### src/rtl/tmcc_map.vh
// register offsets, field positions and reset values of the timer compare block
`ifndef TMCC_MAP_VH
`define TMCC_MAP_VH
`define TMCC_FLAGS_OFS 8'h36
`define TMCC_FLAGS_IO_OFS 8'h16
`define TMCC_IO_BASE 8'h20
`define TMCC_ENABLES_OFS 8'h6f
`define TMCC_CAP_LOW_OFS 8'h86
`define TMCC_CAP_HIGH_OFS 8'h87
`define TMCC_CMPA_LOW_OFS 8'h88
`define TMCC_CMPA_HIGH_OFS 8'h89
`define TMCC_CMPB_LOW_OFS 8'h8a
`define TMCC_CMPB_HIGH_OFS 8'h8b
`define TMCC_BIT_CAP 5
`define TMCC_BIT_MB 2
`define TMCC_BIT_MA 1
`define TMCC_BIT_OVF 0
`define TMCC_FLAGS_MASK 8'h27
`define TMCC_RESET_BYTE 8'h00
`define TMCC_RESET_WORD 16'h0000
`define TMCC_MODE_NORMAL 4'h0
`define TMCC_MODE_CLR_A 4'h4
`define TMCC_MODE_CLR_CAP 4'hc
`define TMCC_MODE_FAST_CAP 4'he
`endif

### src/rtl/tmcc_match.v
// one compare channel: equality detect and match event pulse
`timescale 1ns/100ps
`default_nettype none
module tmcc_match (
	// clock and reset
	input wire clk,
	input wire rst,
	// compare inputs
	input wire timer_tick,
	input wire cnt_write,
	input wire [15:0] counter_value,
	input wire [15:0] compare_value,
	// result
	output reg equal_q,
	output reg match_q
);
	wire equal_d;
	reg armed_q;
	assign equal_d = (counter_value == compare_value);
	always @(posedge clk) begin
		if (rst) begin
			equal_q <= 1'b0;
			match_q <= 1'b0;
			armed_q <= 1'b0;
		end else begin
			equal_q <= equal_d;
			// counter write blocks the match on the next timer clock
			if (cnt_write)
				armed_q <= 1'b0;
			else if (timer_tick)
				armed_q <= 1'b1;
			// flag event lands on the timer clock after equality
			match_q <= timer_tick & equal_q & armed_q & ~cnt_write;
		end
	end
endmodule // tmcc_match
`default_nettype wire

### src/rtl/tmcc_top.v
// compare, capture and interrupt flag logic of the 16-bit timer
//
// Functional notes
// compare registers continuously checked against counter
// match drives interrupt and waveform pin
// byte writes go through temporary high byte
// one temporary byte shared by all registers
// software writes high byte before low byte
// low read latches high byte for later
// capture irq needs enable bit 5, global, flag
// match irqs need enable, global, flag
// overflow irq needs bit 0, global, flag
// capture event sets capture flag bit 5
// top at capture register sets capture flag
// capture flag clears on vector execution
// writing one clears capture flag
// match b flag set timer clock after equality
// match a flag set timer clock after equality
// forced compare never sets match flag
// match flags clear by vector or write one
// overflow flag set in normal, clear-on-match modes
// overflow flag clears by vector or one
// flag register at data and io offsets
// capture event copies counter into capture register
// capture pin ignored when capture is top
`timescale 1ns/100ps
`default_nettype none
`include "tmcc_map.vh"
module tmcc_top (
	// clock and reset
	input wire clk,
	input wire rst,
	// internal register bus
	input wire [7:0] bus_addr,
	input wire bus_io_space,
	input wire bus_wr,
	input wire bus_rd,
	input wire [7:0] bus_wdata,
	output reg [7:0] bus_rdata_q,
	// counter core
	input wire [15:0] counter_value,
	input wire timer_tick,
	input wire cnt_write,
	input wire counter_overflow,
	input wire counter_at_top,
	input wire [3:0] waveform_mode_sel,
	input wire force_match_a,
	input wire force_match_b,
	// capture sources
	input wire capture_event,
	input wire capture_from_comparator,
	input wire comparator_event,
	// interrupt controller
	input wire global_irq_en,
	input wire vec_ack_capture,
	input wire vec_ack_match_a,
	input wire vec_ack_match_b,
	input wire vec_ack_overflow,
	output reg irq_capture_q,
	output reg irq_match_a_q,
	output reg irq_match_b_q,
	output reg irq_overflow_q,
	// waveform unit
	output reg wave_strobe_a_q,
	output reg wave_strobe_b_q,
	output reg [15:0] capture_value_q,
	output reg [15:0] top_compare_a_q
);
	reg [7:0] temp_high_q;
	reg [15:0] compare_a_value_q;
	reg [15:0] compare_b_value_q;
	reg [7:0] timer16_irq_enables_q;
	reg [7:0] timer16_event_flags_q;
	reg [7:0] flags_d;
	reg [7:0] rdata_d;
	wire [7:0] eff_addr;
	wire [7:0] dec_addr;
	wire [1:0] match_q;
	wire [1:0] equal_q;
	wire cap_is_top;
	wire cap_trigger;
	wire ovf_mode;
	wire wr_flags;
	wire wr_cap_l;
	wire wr_cap_h;
	wire wr_a_l;
	wire wr_a_h;
	wire wr_b_l;
	wire wr_b_h;
	wire [15:0] cmp_vals [0:1];

	// io-space accesses are rebased into data space
	assign eff_addr = bus_addr + `TMCC_IO_BASE;
	assign dec_addr = bus_io_space ? eff_addr : bus_addr;
	assign wr_flags = bus_wr & (dec_addr == `TMCC_FLAGS_OFS);
	assign wr_cap_l = bus_wr & (dec_addr == `TMCC_CAP_LOW_OFS);
	assign wr_cap_h = bus_wr & (dec_addr == `TMCC_CAP_HIGH_OFS);
	assign wr_a_l = bus_wr & (dec_addr == `TMCC_CMPA_LOW_OFS);
	assign wr_a_h = bus_wr & (dec_addr == `TMCC_CMPA_HIGH_OFS);
	assign wr_b_l = bus_wr & (dec_addr == `TMCC_CMPB_LOW_OFS);
	assign wr_b_h = bus_wr & (dec_addr == `TMCC_CMPB_HIGH_OFS);

	assign cap_is_top = (waveform_mode_sel == `TMCC_MODE_CLR_CAP) |
		(waveform_mode_sel == `TMCC_MODE_FAST_CAP);
	// pin disconnected when capture value is top
	assign cap_trigger = ~cap_is_top & (capture_from_comparator ?
		comparator_event : capture_event);
	// other modes report overflow through counter_at_top path
	assign ovf_mode = (waveform_mode_sel == `TMCC_MODE_NORMAL) |
		(waveform_mode_sel == `TMCC_MODE_CLR_A);

	assign cmp_vals[0] = compare_a_value_q;
	assign cmp_vals[1] = compare_b_value_q;

	genvar g;
	generate
		for (g = 0; g < 2; g = g + 1) begin : g_chan
			tmcc_match u_match (
				.clk(clk),
				.rst(rst),
				.timer_tick(timer_tick),
				.cnt_write(cnt_write),
				.counter_value(counter_value),
				.compare_value(cmp_vals[g]),
				.equal_q(equal_q[g]),
				.match_q(match_q[g])
			);
		end
	endgenerate

	// 16-bit registers and shared temporary byte
	always @(posedge clk) begin
		if (rst) begin
			temp_high_q <= `TMCC_RESET_BYTE;
			compare_a_value_q <= `TMCC_RESET_WORD;
			compare_b_value_q <= `TMCC_RESET_WORD;
			capture_value_q <= `TMCC_RESET_WORD;
			timer16_irq_enables_q <= `TMCC_RESET_BYTE;
		end else begin
			// high write only parks the byte in the shared temp
			if (wr_cap_h | wr_a_h | wr_b_h)
				temp_high_q <= bus_wdata;
			else if (bus_rd & (dec_addr == `TMCC_CAP_LOW_OFS))
				temp_high_q <= capture_value_q[15:8];
			else if (bus_rd & (dec_addr == `TMCC_CMPA_LOW_OFS))
				temp_high_q <= compare_a_value_q[15:8];
			else if (bus_rd & (dec_addr == `TMCC_CMPB_LOW_OFS))
				temp_high_q <= compare_b_value_q[15:8];
			if (wr_a_l)
				compare_a_value_q <= {temp_high_q, bus_wdata};
			if (wr_b_l)
				compare_b_value_q <= {temp_high_q, bus_wdata};
			// software write wins over a same-cycle capture
			if (wr_cap_l)
				capture_value_q <= {temp_high_q, bus_wdata};
			else if (cap_trigger)
				capture_value_q <= counter_value;
			if (bus_wr & (dec_addr == `TMCC_ENABLES_OFS))
				timer16_irq_enables_q <= bus_wdata & `TMCC_FLAGS_MASK;
		end
	end

	// flags: hardware set wins over a same-cycle clear
	always @* begin
		flags_d = timer16_event_flags_q;
		if (wr_flags)
			flags_d = flags_d & ~bus_wdata;
		if (vec_ack_capture)
			flags_d[`TMCC_BIT_CAP] = 1'b0;
		if (vec_ack_match_a)
			flags_d[`TMCC_BIT_MA] = 1'b0;
		if (vec_ack_match_b)
			flags_d[`TMCC_BIT_MB] = 1'b0;
		if (vec_ack_overflow)
			flags_d[`TMCC_BIT_OVF] = 1'b0;
		if (cap_trigger)
			flags_d[`TMCC_BIT_CAP] = 1'b1;
		if (cap_is_top & counter_at_top & timer_tick)
			flags_d[`TMCC_BIT_CAP] = 1'b1;
		// force strobes never reach the flag path
		if (match_q[0])
			flags_d[`TMCC_BIT_MA] = 1'b1;
		if (match_q[1])
			flags_d[`TMCC_BIT_MB] = 1'b1;
		if ((ovf_mode & counter_overflow) |
			(~ovf_mode & counter_at_top & timer_tick))
			flags_d[`TMCC_BIT_OVF] = 1'b1;
		flags_d = flags_d & `TMCC_FLAGS_MASK;
	end

	// read mux; high bytes of capture and compares come from temp
	always @* begin
		rdata_d = `TMCC_RESET_BYTE;
		if (bus_rd) begin
			case (dec_addr)
			`TMCC_FLAGS_OFS: rdata_d = timer16_event_flags_q;
			`TMCC_ENABLES_OFS: rdata_d = timer16_irq_enables_q;
			`TMCC_CAP_LOW_OFS: rdata_d = capture_value_q[7:0];
			`TMCC_CMPA_LOW_OFS: rdata_d = compare_a_value_q[7:0];
			`TMCC_CMPB_LOW_OFS: rdata_d = compare_b_value_q[7:0];
			`TMCC_CAP_HIGH_OFS: rdata_d = temp_high_q;
			`TMCC_CMPA_HIGH_OFS: rdata_d = temp_high_q;
			`TMCC_CMPB_HIGH_OFS: rdata_d = temp_high_q;
			default: rdata_d = `TMCC_RESET_BYTE;
			endcase
		end
	end

	always @(posedge clk) begin
		if (rst) begin
			timer16_event_flags_q <= `TMCC_RESET_BYTE;
			bus_rdata_q <= `TMCC_RESET_BYTE;
			irq_capture_q <= 1'b0;
			irq_match_a_q <= 1'b0;
			irq_match_b_q <= 1'b0;
			irq_overflow_q <= 1'b0;
			wave_strobe_a_q <= 1'b0;
			wave_strobe_b_q <= 1'b0;
			top_compare_a_q <= `TMCC_RESET_WORD;
		end else begin
			timer16_event_flags_q <= flags_d;
			bus_rdata_q <= rdata_d;
			// requests follow registered flags; one cycle behind
			irq_capture_q <= global_irq_en &
				timer16_irq_enables_q[`TMCC_BIT_CAP] &
				timer16_event_flags_q[`TMCC_BIT_CAP];
			irq_match_a_q <= global_irq_en &
				timer16_irq_enables_q[`TMCC_BIT_MA] &
				timer16_event_flags_q[`TMCC_BIT_MA];
			irq_match_b_q <= global_irq_en &
				timer16_irq_enables_q[`TMCC_BIT_MB] &
				timer16_event_flags_q[`TMCC_BIT_MB];
			irq_overflow_q <= global_irq_en &
				timer16_irq_enables_q[`TMCC_BIT_OVF] &
				timer16_event_flags_q[`TMCC_BIT_OVF];
			// waveform strobe takes match or force
			wave_strobe_a_q <= match_q[0] | force_match_a;
			wave_strobe_b_q <= match_q[1] | force_match_b;
			top_compare_a_q <= compare_a_value_q;
		end
	end

	// equality levels are not output; match pulses and force strobes reach the waveform unit
	wire unused_eq;
	assign unused_eq = &equal_q;
endmodule // tmcc_top
`default_nettype wire

### config.mk
export PLATFORM = sky130hd
export DESIGN_NAME = tmcc_top
export DESIGN_NICKNAME = d
export VERILOG_FILES = /design/src/rtl/tmcc_match.v /design/src/rtl/tmcc_top.v
export VERILOG_INCLUDE_DIRS = /design/src /design/src/rtl
export SDC_FILE = /design/constraint.sdc
export NUM_CORES = 1
export LEC_CHECK = 0
export ABC_AREA = 1
export BUFFER_PORTS_ARGS = -buffer_cell sky130_fd_sc_hd__buf_4
export CORE_MARGIN = 2
export CORE_UTILIZATION = 45
export CTS_CLUSTER_SIZE = 30
export DETAILED_ROUTE_END_ITERATION = 12
export PLACE_DENSITY = 0.8
export SKIP_LAST_GASP = 1
export SLEW_MARGIN = 40
export SYNTH_ARGS = -nofsm -noshare
export SYNTH_HDL_FRONTEND = slang
export SYNTH_SLANG_ARGS = --single-unit
### constraint.sdc
create_clock -name clk -period 4.5 [get_ports clk]
set_input_delay 0.9 -clock clk [delete_from_list [all_inputs] [get_ports clk]]
set_output_delay 0.9 -clock clk [all_outputs]
set_load 0.02 [all_outputs]
==> out/qor.csv, run 1 <==
metric,value,unit
status,finished clean,
PwrDens,292,nW/µm²
synthesized area,4690,µm²
TNS Setup,0,ns
Root Buffer,clkbuf_8,
synth unique cells,39,
DRC viols,0,
row cnt,37,
Die X,106,µm
Mean Syn Cell Area,7.22,µm²
Worst Tran Pin Value,0.726,ns
Critical Path Sink Type,flip-flop,
design area,5650,µm²
post-synthesis sequential area ratio,0.422,
Finished Core Util,0.552,
dpl ws,1.37,ns
Net Sw Frac,0.280,
final WL,13900,µm
Max Slew Vio Count,0,
Max Cap Viol,0,
Multi-input gate area,2240,µm²
"CTS clk-pin slew, worst paths",0.11,ns
Final Net Count,791,
"Hold Violations, Final",0,
IO Pins,101,
Final period util,0.608,
Register Area,1980,µm²
Syn. warnings,0,
sequential power share,0.546,
Hold Worst Slack,0.430,ns
ant diodes,0,
dpl hpwl,10200,µm
initial antenna violation count,0,
GP Congestion,0.891,
number of global-route vias before repair,4437,
Clock Sinks,99,
FILL cells,1016,
DP Area,5460,µm²
WL/cell,15.8,µm
post-cts resize count,0,
RSZ-0062 raised after global routing,false,
Switching Power,0.000461,W
input/output buffers,100,
initial DRC count,405,
VDD IR-drop max,0.150,mV
CP Launch Type,input port,
largest fanout on the critical path,32,
CP required,4.81,ns
Vias/cell,5.44,
"Hold-fix buffers, CTS",0,
Num CTS Buffers,9,
die height,106,µm
first-pass GRT wire length,21800,µm
Max Fclk,365,MHz
Worst Skew,0.0153,ns
Gate Count Post-Synth,650,
syn_nets,706,
combinational fraction of design power,0.118,
Rel. slew slack,0.515,
starting density of the core,0.459,
min-delay worst type,reg2reg,
Pre-antenna DRT Iters,5,
ratio of cells with drive above 1 in the final layout,0.196,
leakage,2.56,nW
H-tree depth,3,
total track usage,0.243,
Layout area overhead,20.3,%
Synth area leaders,"dfxtp_1, nand2_1, a21oi_1, o21ai_0, inv_1",
largest net degree at the start of global routing,61,
Final ANT Viol Nets,0,
"commonest non-fill, non-tap cell in the layout",nand2_1,
Clock Tree Buf Depth,2,
via count of the routed design,4769,
synthesized flop and latch total,99,
Placeable Area,10200,µm²
die area,11300,µm²
Worst Path Arrival,3.05,ns
fin worst setup slack,1.76,ns
post-CTS setup buffer count,0,
final setup vio count,0,
"commonest cells after routing, fill and taps aside","nand2_1, buf_4, dfxtp_1",
GRT overflow,0,
CTS tree,done,
clk_lat worst skew,0.39,ns
Synth top area share,0.422,
fin crit period,2.74,ns
leading area contributor after synthesis,dfxtp_1,
Worst Setup Path Type,in2reg,
Internal,0.00119,W
clock power share,0.336,
[worst max-delay path: stages]
cell     delay, ns
buf_4         0.12
ha_1          0.30
inv_1         0.05
nand2_1       0.06
nand2_2       0.09
nand3_4       0.11
nor2_8        0.29
nand3_2       0.21
nor2_4        0.58
o21ai_0       0.18
a21oi_1       0.14
[path summary, 6_finish.rpt]
kind	startpoint	end	slack, ns	cells past startpoint
worst max-delay path	bus_addr[5]	capture_value_q[3]$_SDFFE_PP0P_	1.76	11
worst min register to register	g_chan[1].u_match.equal_q$_SDFF_PP0_	g_chan[1].u_match.match_q$_SDFF_PP0_	0.43	2
worst max register to register	compare_a_value_q[3]$_SDFFE_PP0P_	g_chan[0].u_match.equal_q$_SDFF_PP0_	3.10	5
worst min-delay path	g_chan[1].u_match.equal_q$_SDFF_PP0_	g_chan[1].u_match.match_q$_SDFF_PP0_	0.43	2
[state kept, by name (all words and copies together) (netlist names), 2 cells and up]
| register | flops |
|---|---|
| capture_value_q | 16 |
| temp_high_q | 8 |
| timer16_event_flags_q | 4 |
| g_chan.u_match.match_q | 2 |
| g_chan.u_match.equal_q | 2 |
| bus_rdata_q | 8 |
| timer16_irq_enables_q | 4 |
| compare_b_value_q | 16 |
| compare_a_value_q | 16 |
| top_compare_a_q | 16 |
[power by group through the flow]
| stage | Combinational (W) | Sequential (W) | Clock [W] |
|---|---|---|---|
| after global placement | 0.000189 | 0.000920 | 0 |
| after CTS | 0.000193 | 0.000900 | 0.000560 |
| after global routing | 0.000212 | 0.000901 | 0.000589 |
| final | 0.000195 | 0.000900 | 0.000555 |
| after floorplan | 0.0000934 | 0.000930 | 0 |
| after detailed placement | 0.000193 | 0.000920 | 0 |
[logic make-up after synthesis]
family | share of synthesized area
fa+ha+maj | 0.00266
flops | 0.422
buf+inv | 0.102
compound gates | 0.194
xor+xnor | 0.0280
simple gates | 0.252
[layout make-up]
type,instances,share of cell area
Tap cell,136,0.0301
Timing Repair Buffer,101,0.134
Inverter,82,0.0554
Multi-Input combinational cell,442,0.396
Clock inverter,6,0.00864
Sequential cell,99,0.351
Clock buffer,10,0.0244
[synthesized netlist by cell type]
| library cell | n |
|---|---|
| buf_6 | 3 |
| dfxtp_1 | 99 |
| inv_1 | 79 |
| nand2_2 | 8 |
| nand4_1 | 11 |
| nor2_4 | 4 |
| o2111ai_1 | 2 |
| ha_1 | 1 |
| nand2_1 | 115 |
| xor2_1 | 11 |
| buf_4 | 5 |
| buf_2 | 8 |
| nand3b_4 | 1 |
| nand3_4 | 2 |
| a221oi_1 | 1 |
| o21ai_1 | 15 |
| o211ai_1 | 1 |
| nor2_8 | 1 |
| a31oi_1 | 1 |
| nor2_2 | 1 |
| nand4_2 | 1 |
| nor3_4 | 1 |
| o21ai_0 | 64 |
| nand3_1 | 22 |
| nor4_1 | 3 |
| nor2_1 | 69 |
| nand3_2 | 1 |
| clkinv_4 | 1 |
| inv_2 | 2 |
| a21oi_2 | 2 |
| clkbuf_1 | 9 |
| nand2_4 | 2 |
| buf_8 | 1 |
| xnor2_1 | 4 |
| nor3_1 | 9 |
| o22ai_1 | 14 |
| a21oi_1 | 74 |
| nor3_2 | 1 |
| buf_1 | 1 |
[stage by stage]
step,std cells,power (W)
2_1_floorplan,650,0.00102
3_3_place_gp,860,0.00111
3_5_place_dp,860,0.00111
4_1_cts,876,0.00165
5_1_grt,876,0.00170
6_report,876,0.00165
[per-layer routing]
layer,share of wire,vias to the layer above,wire length (µm),GRT usage
met5,0,-,0,0
met4,0.022,0,304,0.0789
met3,0.073,28,1020,0.0478
met2,0.48,229,6720,0.420
met1,0.42,2215,5840,0.305
li1,-,2297,-,-
Power figures use the tool's default switching activity.
==> run 2: changes to the inputs <==
==> constraint.sdc (replaced) <==
create_clock -name clk -period 2.65 [get_ports clk]
set_input_delay 0.53 -clock clk [delete_from_list [all_inputs] [get_ports clk]]
set_output_delay 0.53 -clock clk [all_outputs]
set_load 0.02 [all_outputs]
==> run 2 against run 1 <==
  * Hold slack worse by 0.13 ns
  * Register-to-register slack lost 1.9 ns
  * Die area stayed put
  * First-iteration DRC count decreased by 18%
  * Combinational power rose by 72%
  * Non-clock buffer count rose by 9
  * Critical path depth unchanged
  * Sequential cell count unchanged
  * Cell count rose by 1.0%
  * Setup slack lost 1.4 ns
  * Clock skew increased by 0.0021 ns
  * Critical endpoint is now bus_rdata_q[3]$_SDFF_PP0_
==> out/qor.csv, run 2 (synthesized netlist as in run 1, its figures left out) <==
metric,value,unit,change
status,finished clean,,
Die X,106,µm,unchanged
"CTS clk-pin slew, worst paths",0.10,ns,about the same
"Hold-fix buffers, CTS",0,,unchanged
WL/cell,16.0,µm,+0.81%
Worst Setup Path Type,in2reg,,
Worst Skew,0.0173,ns,+0.00208 ns
design area,5790,µm²,+2.5%
Internal,0.00228,W,+92%
Finished Core Util,0.566,,+0.0138
CTS tree,done,,
Rel. slew slack,0.426,,-0.0888
Vias/cell,5.38,,-1.1%
dpl hpwl,10400,µm,+1.2%
Final period util,0.872,,
Top delay family on crit path,simple AND/OR/NAND/NOR gates,,
first-pass GRT wire length,22400,µm,+2.8%
DP Area,5540,µm²,+1.5%
sequential power share,0.498,,-0.048
Root Buffer,clkbuf_8,,
fin crit period,2.31,ns,
post-CTS setup buffer count,0,,unchanged
CP peak stage delay,0.33,ns,-0.25 ns
Max Cap Viol,0,,unchanged
number of global-route vias before repair,4435,,-0.045%
min-delay worst type,in2reg,,
Switching Power,0.000791,W,+71%
leakage,2.64,nW,+3.1%
final setup vio count,0,,unchanged
GRT overflow,0,,unchanged
die height,106,µm,unchanged
Layout area overhead,23.3,%,
CP Cell Sequence,buf_4 -> ha_1 -> inv_1 -> nand2_1 -> nand2_2 -> nand3_4 -> nor2_8 -> nand2_1 -> nand4_1 -> o21ai_0 -> a21oi_1,,
post-cts resize count,0,,unchanged
Placeable Area,10200,µm²,unchanged
starting density of the core,0.459,,unchanged
Num CTS Buffers,9,,unchanged
CP max-delay cell,nand2_1,,
total track usage,0.253,,+0.00972
VDD IR-drop max,0.311,mV,+110%
Max Slew Vio Count,0,,unchanged
PwrDens,530,nW/µm²,+81%
input/output buffers,100,,unchanged
"commonest non-fill, non-tap cell in the layout",nand2_1,,
worst path buffer plus inverter count,2,,unchanged
Worst Path Arrival,2.62,ns,-0.43 ns
Pre-antenna DRT Iters,5,,unchanged
Critical Path Sink Type,flip-flop,,
initial antenna violation count,0,,unchanged
via count of the routed design,4763,,-0.13%
die area,11300,µm²,unchanged
largest fanout on the critical path,17,,-47%
final WL,14100,µm,+1.8%
FILL cells,960,,-5.5%
"commonest cells after routing, fill and taps aside","nand2_1, buf_4, dfxtp_1",,
clock power share,0.393,,+0.057
CP Launch Type,input port,,
IO Pins,101,,unchanged
combinational fraction of design power,0.109,,-0.009
row cnt,37,,unchanged
"Hold Violations, Final",0,,unchanged
DRC viols,0,,unchanged
Net Sw Frac,0.258,,-0.0219
Final ANT Viol Nets,0,,unchanged
Clock Tree Buf Depth,2,,unchanged
ant diodes,0,,unchanged
CP required,2.96,ns,-1.85 ns
Clock Sinks,99,,unchanged
largest net degree at the start of global routing,60,,-1.6%
Final Net Count,800,,+1.1%
H-tree depth,3,,unchanged
GP Congestion,0.952,,+6.9%
clk_lat worst skew,0.39,ns,about the same
initial DRC count,333,,-18%
CP most frequent cell,nand2_1,,
Max Fclk,433,MHz,
RSZ-0062 raised after global routing,false,,
ratio of cells with drive above 1 in the final layout,0.206,,+0.00966
Worst Tran Pin Value,0.852,ns,+0.126 ns
[run 2: cell types whose count changed in the layout (fill, tap and decap cells not counted), sizes merged]
cell and delta:
inv -1, clkinvlp -1, buf +9, bufinv +3
clkbuf -1
[run 2: path summary, 6_finish.rpt]
kind                                        startpoint                                   end  slack, ns  depth (start not counted)
setup / recovery                           bus_addr[5]             bus_rdata_q[3]$_SDFF_PP0_       0.34                         11
hold / removal                               cnt_write  g_chan[1].u_match.match_q$_SDFF_PP0_       0.30                          2
setup reg to reg     compare_a_value_q[3]$_SDFFE_PP0P_  g_chan[0].u_match.equal_q$_SDFF_PP0_       1.25                          5
hold reg to reg   g_chan[1].u_match.equal_q$_SDFF_PP0_  g_chan[1].u_match.match_q$_SDFF_PP0_       0.45                          2
[run 2: power groups by stage]
stage                     registers (W)  clock network (W)  logic (W)
after detailed placement        0.00156                  0   0.000331
final                           0.00153            0.00120   0.000336
after global placement          0.00156                  0   0.000325
after global routing            0.00153            0.00127   0.000365
after floorplan                 0.00158                  0   0.000159
after CTS                       0.00153            0.00121   0.000333
[run 2: area by class of cell]
| cell class | count | area (µm²) | share of cell area |
|---|---|---|---|
| multi-input combinational | 442 | 2240 | 0.386 |
| sequential | 99 | 1980 | 0.342 |
| timing repair buffer | 110 | 838 | 0.145 |
| inverter | 82 | 313 | 0.0541 |
| tap | 136 | 170 | 0.0294 |
| clock buffer | 9 | 124 | 0.0214 |
| clock inverter | 7 | 124 | 0.0214 |
[run 2: stage by stage]
| stage | cells | setup TNS [ns] | setup slack [ns] | total power [W] | hold WS (ns) |
|---|---|---|---|---|---|
| floorplan | 650 | 0 | 0.721 | 0.00174 | 0.422 |
| global placement | 869 | 0 | 0.0145 | 0.00189 | 0.429 |
| detailed placement | 869 | -0.0789 | -0.0306 | 0.00189 | 0.436 |
| CTS | 885 | 0 | 0.394 | 0.00307 | 0.302 |
| global route | 885 | 0 | 0.232 | 0.00316 | 0.299 |
| finish | 885 | 0 | 0.339 | 0.00307 | 0.303 |
[run 2: layer usage]
layer  wire length (µm)  vias up  global-route usage
li1                   -     2317                   -
met1               6020     2204               0.325
met2               6770      213               0.423
met3               1040       29              0.0576
met4                303        0              0.0799
met5                  0        -                   0
